### src/core/mosc_defs.vh
// constants for the multiframe out-of-sync / framing-bit error counter
`ifndef MOSC_DEFS_VH
`define MOSC_DEFS_VH

// register byte addresses
`define MOSC_ADDR_HIGH      8'h25
`define MOSC_ADDR_LOW       8'h27
`define MOSC_ADDR_CTRL      8'h28
`define MOSC_ADDR_STAT      8'h29

// control register field positions
`define MOSC_CTRL_SEL_BIT   0
`define MOSC_CTRL_ESF_BIT   1
`define MOSC_CTRL_INT_BIT   2
`define MOSC_CTRL_RESET     8'h00

// counter geometry
`define MOSC_CNT_W          12
`define MOSC_CNT_MAX        12'hfff

// update intervals
`define MOSC_CLK_MHZ        100
`define MOSC_LONG_MS        1000
`define MOSC_SHORT_MS       42
`define MOSC_LONG_CYC       (`MOSC_LONG_MS * 1000 * `MOSC_CLK_MHZ)
`define MOSC_SHORT_CYC      (`MOSC_SHORT_MS * 1000 * `MOSC_CLK_MHZ)

`endif

### src/core/mosc_counter.v
// multiframe out-of-sync / framing-bit error performance counter with register port
//
// Notes on behaviour
// - select=1 counts each receive multiframe spent out of sync, D4 or ESF.
// - multiframe out-of-sync counting continues while receive sync is lost.
// - select=0 counts Ft errors in D4, FPS errors in ESF.
// - framing-bit error counting halts while receive sync is lost.
// - select bit 0 picks framing-bit errors, 1 picks multiframes out of sync.
// - 12-bit count: bits 11..8 in 0x25 bits 7..4, low byte at 0x27.
// - bits 3..0 of 0x25 return the path violation counter's top nibble.
// - readable count updates each second, or every 42 ms when interval bit set.
// - counter saturates at its maximum and never wraps to zero.
// - framing mode bit 1 means ESF, 0 means D4.
`timescale 1ns/10ps
`include "mosc_defs.vh"

module mosc_counter #(
  parameter CNT_W     = `MOSC_CNT_W,
  parameter LONG_CYC  = `MOSC_LONG_CYC,
  parameter SHORT_CYC = `MOSC_SHORT_CYC
) (
  // clock and reset
  input  wire       clk_i,
  input  wire       rstn_i,
  // register port
  input  wire [7:0] addr_i,
  input  wire [7:0] wdata_i,
  input  wire       wr_i,
  input  wire       rd_i,
  output wire [7:0] rdata_o,
  // receive framer events, one-cycle pulses, plus the sync-lost level
  input  wire       mf_boundary_i,
  input  wire       rx_sync_lost_i,
  input  wire       ft_error_i,
  input  wire       fps_error_i,
  // path violation counter top nibble
  input  wire [3:0] path_violation_counter_i,
  // boundary indication
  output wire       update_o
);

  //////////////////////////////////////////////////////////////////////////////

  reg  [7:0]       ctrl_r;
  reg  [CNT_W-1:0] accum_r;
  reg  [CNT_W-1:0] accum_nxt;
  reg  [CNT_W-1:0] count_r;
  reg  [7:0]       rdata_r;
  reg  [7:0]       rdata_nxt;
  reg              update_r;
  wire             count_select_bit;
  wire             framing_mode_bit;
  wire             update_interval_bit;
  wire             tick;
  wire             fbit_err;
  wire             event_hit;
  wire [CNT_W-1:0] cnt_max;

  assign count_select_bit    = ctrl_r[`MOSC_CTRL_SEL_BIT];
  assign framing_mode_bit    = ctrl_r[`MOSC_CTRL_ESF_BIT];
  assign update_interval_bit = ctrl_r[`MOSC_CTRL_INT_BIT];
  assign cnt_max             = {CNT_W{1'b1}};

  //////////////////////////////////////////////////////////////////////////////

  mosc_interval_timer #(
    .LONG_CYC  (LONG_CYC),
    .SHORT_CYC (SHORT_CYC)
  ) u_timer (
    .clk_i   (clk_i),
    .rstn_i  (rstn_i),
    .short_i (update_interval_bit),
    .tick_o  (tick)
  );

  //////////////////////////////////////////////////////////////////////////////

  // framing pattern in use depends on framing mode
  assign fbit_err = framing_mode_bit ? fps_error_i : ft_error_i;

  // out-of-sync mode counts only while sync is lost; error mode is gated off by it
  assign event_hit = count_select_bit ? (mf_boundary_i & rx_sync_lost_i)
                                      : (fbit_err & ~rx_sync_lost_i);

  always @*
  begin
    accum_nxt = accum_r;
    if (tick)
      // an event in the boundary cycle is charged to the new interval
      accum_nxt = event_hit ? {{(CNT_W-1){1'b0}}, 1'b1} : {CNT_W{1'b0}};
    else if (event_hit && (accum_r != cnt_max))
      accum_nxt = accum_r + {{(CNT_W-1){1'b0}}, 1'b1};
  end

  always @(posedge clk_i or negedge rstn_i)
  begin
    if (!rstn_i)
    begin
      accum_r  <= {CNT_W{1'b0}};
      count_r  <= {CNT_W{1'b0}};
      update_r <= 1'b0;
    end
    else
    begin
      accum_r  <= accum_nxt;
      update_r <= tick;
      if (tick)
        count_r <= accum_r;
    end
  end

  //////////////////////////////////////////////////////////////////////////////

  always @(posedge clk_i or negedge rstn_i)
  begin
    if (!rstn_i)
      ctrl_r <= `MOSC_CTRL_RESET;
    else if (wr_i && (addr_i == `MOSC_ADDR_CTRL))
      ctrl_r <= {5'h00, wdata_i[2:0]};
  end

  always @*
  begin
    rdata_nxt = 8'h00;
    if (addr_i == `MOSC_ADDR_HIGH)
      rdata_nxt = {count_r[11:8], path_violation_counter_i};
    else if (addr_i == `MOSC_ADDR_LOW)
      rdata_nxt = count_r[7:0];
    else if (addr_i == `MOSC_ADDR_CTRL)
      rdata_nxt = ctrl_r;
    else if (addr_i == `MOSC_ADDR_STAT)
      rdata_nxt = {7'h00, rx_sync_lost_i};
  end

  // read data valid the cycle after the strobe only
  always @(posedge clk_i or negedge rstn_i)
  begin
    if (!rstn_i)
      rdata_r <= 8'h00;
    else if (rd_i)
      rdata_r <= rdata_nxt;
    else
      rdata_r <= 8'h00;
  end

  assign rdata_o  = rdata_r;
  assign update_o = update_r;

endmodule

### src/core/mosc_interval_timer.v
// interval timer producing one-cycle update boundary pulses
`timescale 1ns/10ps
`include "mosc_defs.vh"

module mosc_interval_timer #(
  parameter LONG_CYC  = `MOSC_LONG_CYC,
  parameter SHORT_CYC = `MOSC_SHORT_CYC
) (
  // clock and reset
  input  wire clk_i,
  input  wire rstn_i,
  // control
  input  wire short_i,
  // boundary pulse
  output wire tick_o
);

  reg  [31:0] cnt_r;
  wire [31:0] limit;

  // interval change takes effect at once; a longer count is cut short by the compare
  assign limit  = short_i ? SHORT_CYC - 32'h1 : LONG_CYC - 32'h1;
  assign tick_o = (cnt_r >= limit);

  always @(posedge clk_i or negedge rstn_i)
  begin
    if (!rstn_i)
      cnt_r <= 32'h0;
    else if (tick_o)
      cnt_r <= 32'h0;
    else
      cnt_r <= cnt_r + 32'h1;
  end

endmodule

### config.mk
export PLATFORM = sky130hd
export DESIGN_NAME = mosc_counter
export DESIGN_NICKNAME = d
export VERILOG_FILES = /design/src/core/mosc_counter.v /design/src/core/mosc_interval_timer.v
export VERILOG_INCLUDE_DIRS = /design/src /design/src/core
export SDC_FILE = /design/constraint.sdc
export NUM_CORES = 1
export LEC_CHECK = 0
export BUFFER_PORTS_ARGS = -buffer_cell sky130_fd_sc_hd__buf_2
export CAP_MARGIN = 20
export CORE_MARGIN = 1.5
export CORE_UTILIZATION = 58
export CTS_CLUSTER_DIAMETER = 100
export DETAILED_ROUTE_END_ITERATION = 16
export GPL_TIMING_DRIVEN = 0
export PLACE_DENSITY = 0.76
export RECOVER_POWER = 50
export SETUP_SLACK_MARGIN = 0.5
export SYNTH_ARGS = -nofsm -noshare
export SYNTH_HDL_FRONTEND = slang
export SYNTH_SLANG_ARGS = --single-unit
### constraint.sdc
create_clock -name clk_i -period 3.2 [get_ports clk_i]
set_clock_uncertainty 0.1 [all_clocks]
set_input_delay 0.32 -clock clk_i [delete_from_list [all_inputs] [get_ports clk_i]]
set_output_delay 0.32 -clock clk_i [all_outputs]
set_load 0.01 [all_outputs]
# --- After elaboration in Yosys (flattened, before gate mapping) ---
# Index checks and enable logic that the tools add are counted.
classes:
  addsub: 2
  mux: 12
  bitwise: 3
  eq_ne: 5
  n_reduce_logical: 3
  n_lt_le_gt_ge: 1
op_table:
  columns: ["op", "count"]
  rows:
  - ["adder 32 x 1 -> 32 bit, second input constant", 1]
  - ["equality test 8 x 6 -> 1 bit, second input constant", 4]
  - ["greater-or-equal comparator 32 bit", 1]
  - ["two-way mux 32 bit", 1]
  - ["two-way mux 27 bit", 1]
  - ["two-way mux 12 bit", 2]
  - ["two-way mux 8 bit", 3]
  - ["adder 12 x 1 -> 12 bit, second input constant", 1]
  - ["!= test 12 bit, second input constant", 1]
  - ["two-way mux 1 bit", 4]
  - ["two-way mux 3 bit", 1]
  - ["AND 1 bit", 2]
  - ["logical AND 1 bit", 2]
  - ["nonzero test 2 bit", 1]
  - ["inverter 1 bit", 1]
totals:
  elab_cells: 32
  register_bits: 68
  output_inout_bits: 9

# --- Depth between registers and ports, before layout ---
# Gate-level depths: netlist of run 1.
logic_depth:
  depth_word: 6
  depth_mapped: 10

# --- Modules after synthesis ---
# From an unflattened synthesis of run 1, not the netlist that was laid out.
unflattened:
  cells_unflattened: 348
  hier_area_um2: 3611.0
modules_own_cells:
  columns: ["mod", "instances", "area_each_um2", "seq_area_each_um2", "cells_each"]
  rows:
  - ["mosc_interval_timer", 1, 1879.3, 800.8, 193]
  - ["mosc_counter", 1, 1731.7, 900.9, 155]

# --- Worst setup path before layout of run 1 ---
# OpenSTA, ideal clock, no wires.
synth_path:
  kind: "reg-to-reg"
  start: "reg ctrl_r[2]"
  end: "reg count_r[10]"
  t_arrival_ps: 2318
  n_path_buf: 1
  setup_time_ps: 125
  slack_ps: 657
  required_ps: 2975
  stages_incl_launch_ff: 8
  path_cell_list: "dfrtp_1 > ha_1 > nor2b_1 > a211o_1 > a2111oi_4 > o211ai_4 > buf_6 > mux2_4"
synth_between:
  elab_chain_len: 2
synth_lines:
  columns: ["item", "line_no", "source"]
  rows:
  - ["from (decl)", "mosc_counter.v:44", "reg [7:0] ctrl_r;"]
  - ["from (signal assigned)", "mosc_counter.v:117", "ctrl_r <= `MOSC_CTRL_RESET;"]
  - ["from (signal assigned)", "mosc_counter.v:119", "ctrl_r <= {5'h00, wdata_i[2:0]};"]
  - ["two-way mux 27 bit", "mosc_interval_timer.v:22", "assign limit = short_i ? SHORT_CYC - 32'h1 : LONG_CYC - 32'h1;"]
  - ["greater-or-equal comparator 32 bit", "mosc_interval_timer.v:23", "assign tick_o = (cnt_r >= limit);"]
  - ["to (signal assigned)", "mosc_counter.v:100", "count_r <= {CNT_W{1'b0}};"]
  - ["to (signal assigned)", "mosc_counter.v:108", "count_r <= accum_r;"]
  - ["to (decl)", "mosc_counter.v:47", "reg [CNT_W-1:0] count_r;"]
# Every way passes these cells.
# A chain may end at the register's enable or synchronous reset.

# --- Final worst setup path of run 1 ---
# Same ends and word-level chain as after synthesis.

==> results of run 1 <==
==> state kept, by name, indices dropped and copies added, names as in the netlist <==
register / count
accum_r: 12
update_o: 1
u_timer.cnt_r: 32
ctrl_r: 3
rdata_o: 8
count_r: 12
==> logic make-up after synthesis <==
| logic type | count (synthesis) |
|---|---|
| AOI/OAI and AO/OA | 29 |
| xor gates and xnor gates | 37 |
| adders and majority gates | 17 |
| buffers and inverters | 12 |
| DFF | 68 |
| muxes | 18 |
| other | 1 |
| and+or+nand+nor | 131 |
==> routing by layer <==
layer	track usage [%]	share of wire [%]	vias up
met3	4.773	2.1	13
met4	10.52	1.9	0
li1	-	-	1189
met1	31.25	48	1192
met2	35.63	48	26
met5	0	0	-
==> metrics by stage <==
| stage | std cells | hold WS (ns) |
|---|---|---|
| after floorplan | 316 | -0.07559 |
| after detailed placement | 419 | 0.3768 |
| final | 439 | 0.1115 |
| after global placement | 419 | 0.3694 |
| after CTS | 438 | 0.01195 |
| after global routing | 439 | 0.09756 |
==> worst max path at each step <==
stage	slack (ns)	cells after the start	start	end
4_1_cts	0.60	7	ctrl_r[2]	count_r[10]
6_report	0.72	7	ctrl_r[2]	count_r[10]
5_1_grt	0.61	7	ctrl_r[2]	count_r[6]
3_3_place_gp	0.35	9	ctrl_r[2]	count_r[6]
3_5_place_dp	0.32	9	ctrl_r[2]	count_r[7]
2_1_floorplan	0.66	7	ctrl_r[2]	count_r[10]
==> cells in the mapped netlist (2+ instances only) <==
library cell,instances,share of area (%)
or4b_4,2,0.80
nor4_2,2,0.72
nor2_1,50,5.4
a31oi_1,2,0.36
ha_1,17,6.2
buf_6,4,1.3
and4_1,5,1.3
a22oi_1,6,1.3
mux2_2,7,2.3
mux2_4,8,3.5
xnor2_1,13,3.3
mux2i_1,3,0.87
nor2b_1,9,1.6
dfrtp_1,68,49
a21oi_1,4,0.58
inv_1,6,0.65
nor4_1,2,0.36
nand4_1,10,1.8
nand2_1,25,2.7
and3_1,7,1.3
o21ai_0,4,0.58
nand3_1,12,1.7
nor3_1,4,0.58
xor2_1,24,6.1
==> timing repair <==
| action | CTS | global route |
|---|---|---|
| pin swaps | 0 | 1 |
| setup endpoints to repair | 53 | 14 |
| resized for setup | 1 | 0 |
| buffers inserted | 3 | 1 |
==> power groups by stage <==
stage	logic [uW]	registers (uW)	clock network (uW)
2_1_floorplan	34.0	888	0
3_3_place_gp	71.7	890	0
3_5_place_dp	74.2	891	0
4_1_cts	78.2	873	705
5_1_grt	87.0	874	752
6_report	76.6	874	692
==> cell type report <==
cell class	count	area [sq um]
clock inverters	4	48.80
flip-flops and latches	68	1703
repair buffers	35	182.7
clock buffers	12	145.1
inverters	6	22.52
plain buffers	6	56.30
fillers	418	1704
well taps	72	90.09
multi-input cells	236	1689
==> critical path, cell delays in order, from the launching register on <==
cell and delay (ns):
dfrtp_2 0.50, ha_1 0.29, nor2b_1 0.14, a211o_1 0.33, a2111oi_4 0.41, o211ai_4 0.12, buf_6 0.18, mux2_4 0.29
==> flow_metrics.tcl, run 1 <==
set metrics [dict create \
    p_sw_share_pct 22.11 \
    r2r_start "ctrl_r[2]" \
    cts_buffer_depth 2 \
    setup_violations 0 \
    ys_warn_count 0 \
    place_area_sq_mm 0.003717 \
    ctsRootBufferMaster "clkbuf_8" \
    ios 37 \
    seq_area_frac_synth_pct 49.20 \
    clkTransAtPathRegs_ns 0.07 \
    clkLatencyLatePin_ns 0.34 \
    pre_cts_ws_ns 0.3156 \
    io_buffer_count 31 \
    track_usage_pct 23.08 \
    layout_commonest_cell "dfrtp_1" \
    slew_violations 69 \
    cts.sinks 68 \
    end_kind "flip-flop" \
    vias_per_cell 5.513 \
    drt-initial-drc-count 137 \
    power_density_mw_per_mm2 417.0 \
    max_slew_margin_pct -7.895 \
    design_area_sq_mm 0.003938 \
    nNetsFinal 407 \
    timing.rr.end "count_r[10]" \
    synth_xor_xnor_area_share_pct 9.370 \
    final_util_pct 69.79 \
    muxShareOfSynthArea_pct 6.621 \
    cp.arrival_ns 2.60 \
    gp_congestion 0.7761 \
    syn_area_per_cell_sq_um 11.05 \
    start_util_pct 61.30 \
    grt_pass1_vias 2442 \
    violations "capacitance limit, slew limit" \
    syn_area_sq_mm 0.003458 \
    die_h_microns 80.22 \
    vdd_drop_max_uv 363.4 \
    worst_ep_required_time_ns 3.32 \
    rsz0062_at_grt "false" \
    ys_async_sr_fraction_pct 100.0 \
    hold_class "in2reg" \
    hpwl_microns 4579 \
    wl_per_cell_microns 14.83 \
    synth-compound-area-share_pct 7.127 \
    drive_above_1_share_pct 21.53 \
    tns_ns 0 \
    switchingPower_uw 363.0 \
    fin_crit_sh_pct 77.62 \
    grt_pass1_wl_microns 11260 \
    period_needed_ns 2.484 \
    pwr-share-clk_pct 42.1 \
    finalPower_uw 1642 \
    h-tree-depth 3 \
    cell_internal_pwr_uw 1279 \
    hold_end "ctrl_r[1]" \
    status "complete, but fails checks" \
    ctsHoldBuffers 0 \
    post-route-drc-count 0 \
    grt_max_degree 69 \
    final_cell_mix "dfrtp_1, nor2_1, buf_2, nand2_1, xor2_1" \
    setup_ws_ns 0.7160 \
    diodes 0 \
    drt_pass1_iterations 4 \
    crit_fanout 10 \
    die_x_microns 80.22 \
    r2r_cells 7 \
    yosysUniqueCellTypes 43 \
    leakage_uw 0.001834 \
    crit_type "reg2reg" \
    overflow 0 \
    rows 27 \
    holdPathStages 2 \
    dr_total_vias 2420 \
    ys_ff_latch 68 \
    cts_made_buffers 9 \
    synth_edf_count 0 \
    hold_start "wdata_i[1]" \
    tightest_slew_ns 1.618 \
    drv_cap 1 \
    synthCells 313 \
    synthSimpleGateAreaFrac_pct 19.14 \
    hold_viol_final 0 \
    core_area_sq_mm 0.005642 \
    cp-start-kind "flip-flop" \
    area_growth_pct 13.86 \
    reg2reg_slack_ns 0.72 \
    ant_nets 0 \
    synth_ff_type "dfrtp_1" \
    max_freq_mhz 402.6 \
    routed_wirelength_microns 6509 \
    synth_top_family_by_area "simple AND/OR/NAND/NOR gates" \
    die_area_sq_mm 0.006434 \
    cts_tree "built" \
    comb_power_share_pct 4.7 \
    antenna_found_initial 0 \
    synthAdderAreaFrac_pct 6.151 \
    power.share.sequential_pct 53.2 \
]
(Power assumes the default switching activity.)
==> inputs of run 2 (changes only) <==
==> constraint.sdc (replaced) <==
create_clock -name clk_i -period 2.4 [get_ports clk_i]
set_clock_uncertainty 0.1 [all_clocks]
set_input_delay 0.24 -clock clk_i [delete_from_list [all_inputs] [get_ports clk_i]]
set_output_delay 0.24 -clock clk_i [all_outputs]
set_load 0.01 [all_outputs]
==> flow_metrics.tcl, run 2 (synthesized netlist as in run 1, its figures left out) <==
set metrics [dict create \
    die_x_microns 80.22 \
    power_density_mw_per_mm2 561.4 \
    fillers 369 \
    fin_crit_sh_pct 102.6 \
    top_regs "u_timer.cnt_r x32, accum_r x12, count_r x12" \
    rsz0062_at_grt "true" \
    grt_max_degree 69 \
    drive_above_1_share_pct 30.03 \
    ant_nets 0 \
    nNetsFinal 413 \
    pre_cts_ws_ns -0.2164 \
    area_growth_pct 24.75 \
    worst_ep_required_time_ns 2.53 \
    hpwl_microns 4630 \
    crit_type "reg2reg" \
    clkLatencyLatePin_ns 0.34 \
    gp_congestion 0.7942 \
    hold_class "in2reg" \
    wl_per_cell_microns 15.90 \
    cp-start-kind "flip-flop" \
    leakage_uw 0.001917 \
    overflow 0 \
    multi_input_area_sq_mm 0.001919 \
    design_area_sq_mm 0.004314 \
    max_freq_mhz 406.2 \
    drv_cap 0 \
    status "complete, but fails checks" \
    slew_violations 0 \
    ctsRootBufferMaster "clkbuf_8" \
    largest_register_ffs 32 \
    violations "setup timing" \
    finalPower_uw 2422 \
    die_h_microns 80.22 \
    cts_buffer_depth 2 \
    io_buffer_count 31 \
    layout_commonest_cell "dfrtp_1" \
    core_area_sq_mm 0.005642 \
    cts_tree "built" \
    tightest_slew_ns 0.8264 \
    drt-initial-drc-count 133 \
    crit_fanout 7 \
    ios 37 \
    cp.arrival_ns 2.59 \
    vdd_drop_max_uv 403.7 \
    place_area_sq_mm 0.003751 \
    dr_total_vias 2517 \
    final_cell_mix "dfrtp_1, nor2_1, nand2_1, xor2_1, buf_2" \
    post-route-drc-count 0 \
    hold_viol_final 0 \
    period_needed_ns 2.462 \
    diodes 0 \
    cts.sinks 68 \
    seqCellArea_sq_mm 0.001705 \
    h-tree-depth 3 \
    cts_made_buffers 9 \
    vias_per_cell 5.656 \
    start_util_pct 61.30 \
    tns_ns -0.8667 \
    die_area_sq_mm 0.006434 \
    end_kind "flip-flop" \
    grt_pass1_wl_microns 11920 \
    track_usage_pct 24.65 \
    antenna_found_initial 0 \
    setup_violations 43 \
    routed_wirelength_microns 7076 \
    clkTransAtPathRegs_ns 0.08 \
    setup_ws_ns -0.06157 \
    drt_pass1_iterations 4 \
    max_slew_margin_pct 44.91 \
    rows 27 \
    regMostFlops "u_timer.cnt_r" \
    grt_pass1_vias 2516 \
]
## run 2: cell count changes in the layout (fill, tap and decap cells not counted), sizes merged
cell	change
clkinvlp	+2
dlygate4sd3	+1
bufinv	+2
buf	-1
clkinv	-1
clkbuf	+3
## run 2: per-stage QoR
step	hold slack [ns]	util, %	instances
6_report	0.03530	76.47	445
3_3_place_gp	0.3724	66.44	419
2_1_floorplan	-0.1556	-	316
5_1_grt	0.01948	76.47	445
4_1_cts	0.02889	75.60	445
3_5_place_dp	0.2962	66.49	419
## run 2: layout make-up
type | instances | share of cell area, %
multi-input cells | 236 | 44.49
flip-flops and latches | 68 | 39.53
inverters | 6 | 0.6961
clock inverters | 7 | 2.668
repair buffers | 41 | 6.090
plain buffers | 6 | 1.566
well taps | 72 | 2.088
clock buffers | 9 | 2.871
## run 2: what timing repair did
action | in CTS | in global routing
hold buffers | 1 | 0
gates resized for setup | 41 | 13
setup endpoints to repair | 53 | 53
buffers inserted | 8 | 0
cloned | 1 | 0
pin swaps | 8 | 6
endpoints found under the hold margin | 68 | 0
## run 2: metal layers
layer | track usage (%) | wire [microns] | vias up
li1 | - | - | 1207
met1 | 34.64 | 3344 | 1263
met2 | 38.40 | 3396 | 38
met3 | 4.432 | 249 | 9
met4 | 8.448 | 85 | 0
met5 | 0 | 0 | -
## run 2: worst paths after layout
kind,from,end,slack [ns],cells past startpoint
min reg2reg,u_timer.cnt_r[0],u_timer.cnt_r[0],0.38,1
min in group asynchronous,rstn_i,u_timer.cnt_r[28],0.44,2
min,wdata_i[0],ctrl_r[0],0.04,2
max,ctrl_r[2],count_r[4],-0.06,10
max in group asynchronous,rstn_i,ctrl_r[2],1.15,2
max reg2reg,ctrl_r[2],count_r[4],-0.06,10
## run 2: power by group
group	leakage, uW	switching, uW	internal (uW)
combinational	0.000870	72.1	61.0
clock	0.000115	439	686
sequential	0.000931	9.16	1160
## run 2: worst max-delay path, cell delays in order, from the launching register on
cell and delay (ns):
dfrtp_4 0.49, buf_8 0.16, inv_8 0.05, ha_4 0.27
nand2_4 0.05, o211a_1 0.23, o21ai_2 0.15, a31oi_2 0.07
o211ai_4 0.27, buf_6 0.19, mux2_4 0.31
==> inputs of run 3 (changes only) <==
--- a/config.mk
+++ b/config.mk
@@ -13,6 +13,7 @@
 export CTS_CLUSTER_DIAMETER = 100
 export DETAILED_ROUTE_END_ITERATION = 16
 export GPL_TIMING_DRIVEN = 0
+export MAX_ROUTING_LAYER = met4
 export PLACE_DENSITY = 0.76
 export RECOVER_POWER = 50
 export SETUP_SLACK_MARGIN = 0.5
==> flow_metrics.tcl, run 3 (synthesized netlist as in run 1, its figures left out) <==
set metrics [dict create \
    status "complete, but fails checks" \
    violations "setup timing" \
    cts.sinks 68 \
    setup_violations 43 \
    top_regs "u_timer.cnt_r x32, accum_r x12, count_r x12" \
    cp.buffers_inverters 3 \
    power.share.sequential_pct 48.1 \
    timing.rr.end "count_r[4]" \
    r2r_start "ctrl_r[2]" \
    clkLatencyLatePin_ns 0.34 \
    layout_commonest_cell "dfrtp_1" \
    reg2reg_slack_ns -0.06 \
    crit_type "reg2reg" \
    crit_family "compound AO/OA/AOI/OAI gates" \
    crit_end "count_r[4]" \
    max_freq_mhz 405.9 \
    wl_per_cell_microns 16.01 \
    die_x_microns 80.22 \
    routed_wirelength_microns 7126 \
    largest_register_ffs 32 \
    nNetsFinal 413 \
    antenna_found_initial 0 \
    drive_above_1_share_pct 30.03 \
    area_growth_pct 24.75 \
    track_usage_pct 25.23 \
    cts_buffer_depth 2 \
    die_area_sq_mm 0.006434 \
    core_area_sq_mm 0.005642 \
    crit_path_top_delay_cell "dfrtp_4" \
    fillers 369 \
    h-tree-depth 3 \
    final_util_pct 76.47 \
    drt_pass1_iterations 4 \
    cp-start-kind "flip-flop" \
    ant_nets 0 \
    hold_viol_final 0 \
    cts_made_buffers 9 \
    slowest_delay_ns 0.49 \
    grt_pass1_vias 2516 \
    period_needed_ns 2.464 \
    gp_congestion 0.8055 \
    grt_pass1_wl_microns 11910 \
    end_kind "flip-flop" \
    max_slew_margin_pct 43.71 \
    p_sw_share_pct 21.42 \
    io_buffer_count 31 \
    leakage_uw 0.001917 \
    crit_chain "buf_8 > inv_8 > ha_4 > nand2_4 > o211a_1 > o21ai_2 > a31oi_2 > o211ai_4 > buf_6 > mux2_4" \
    ctsRootBufferMaster "clkbuf_8" \
    die_h_microns 80.22 \
    switchingPower_uw 518.3 \
    grt_max_degree 69 \
    drv_cap 0 \
    rsz0062_at_grt "true" \
    overflow 0 \
    worst_ep_required_time_ns 2.52 \
    cp_num_cells 10 \
    hpwl_microns 4630 \
    hold_class "in2reg" \
    start_util_pct 61.30 \
    rows 27 \
    dr_total_vias 2501 \
    cell_internal_pwr_uw 1902 \
    r2r_cells 10 \
    cp.arrival_ns 2.59 \
    fin_crit_sh_pct 102.7 \
    slew_violations 0 \
    ios 37 \
    clkTransAtPathRegs_ns 0.07 \
    crit_fanout 7 \
    vias_per_cell 5.620 \
    critPathLaunch "ctrl_r[2]" \
    drt-initial-drc-count 158 \
    pwr-share-clk_pct 46.4 \
    hold_ws_ns 0.03757 \
    cts_tree "built" \
    regMostFlops "u_timer.cnt_r" \
    setup_ws_ns -0.06383 \
    vdd_drop_max_uv 401.1 \
    comb_power_share_pct 5.5 \
    post-route-drc-count 0 \
    power_density_mw_per_mm2 561.0 \
    final_cell_mix "dfrtp_1, nor2_1, nand2_1, xor2_1, buf_2" \
    pre_cts_ws_ns -0.2164 \
    tightest_slew_ns 0.8443 \
    diodes 0 \
]
==> run 3: worst min-delay path by stage <==
stage,slack (ns),from,endpoint,cells past startpoint
global placement,0.37,u_timer.cnt_r[0],u_timer.cnt_r[0],1
CTS,0.03,wdata_i[0],ctrl_r[0],2
global route,0.02,wdata_i[2],ctrl_r[2],2
floorplan,-0.16,rstn_i,accum_r[0],0
finish,0.04,wdata_i[0],ctrl_r[0],2
detailed placement,0.30,rstn_i,u_timer.cnt_r[29],1
==> run 3: power groups by stage <==
stage | Sequential [uW] | Clock (uW) | Combinational (uW)
global placement | 1190 | 0 | 98.4
detailed placement | 1190 | 0 | 101
CTS | 1160 | 1140 | 128
floorplan | 1190 | 0 | 47.2
finish | 1160 | 1120 | 134
global route | 1170 | 1180 | 149
==> run 3: worst reg2reg max path, delay by kind of cell, from the launching register on <==
kind	cells	cell delay (ns)
fa+ha+maj	1	0.27
simple gates	1	0.05
mux	1	0.31
compound gates	4	0.73
buf+inv	3	0.40
flops	1	0.49
==> run 3: repair_timing <==
item / CTS / global route
gates resized for setup: 41 / 13
buffers inserted: 8 / 0
pin swaps: 8 / 6
hold buffers: 1 / 0
setup endpoints to repair: 53 / 53
cloned: 1 / 0
hold endpoints to repair: 68 / 0
==> run 3: through the flow <==
step	total power, uW	cell area [sq um]	std cells	setup TNS [ns]
floorplan	1233	3503	316	0
global placement	1287	3749	419	-5.894
detailed placement	1289	3751	419	-6.220
CTS	2428	4265	445	-0.01173
global route	2495	4314	445	-5.523
finish	2420	4314	445	-0.8473
==> run 3: area by class of cell <==
type | instances | area (sq um) | area share [%]
plain buffers | 6 | 67.56 | 1.566
clock buffers | 9 | 123.9 | 2.871
clock inverters | 7 | 115.1 | 2.668
inverters | 6 | 30.03 | 0.6961
multi-input cells | 236 | 1919 | 44.49
flip-flops and latches | 68 | 1705 | 39.53
well taps | 72 | 90.09 | 2.088
repair buffers | 41 | 262.8 | 6.090
==> run 3: layer usage <==
metal  routed length [microns]  global-route usage, %  vias up
met5                         0                      -        -
met4                        58                  8.448        0
met3                       249                  3.750        7
met2                      3414                  38.24       36
met1                      3403                  34.93     1251
li1                          -                      -     1207
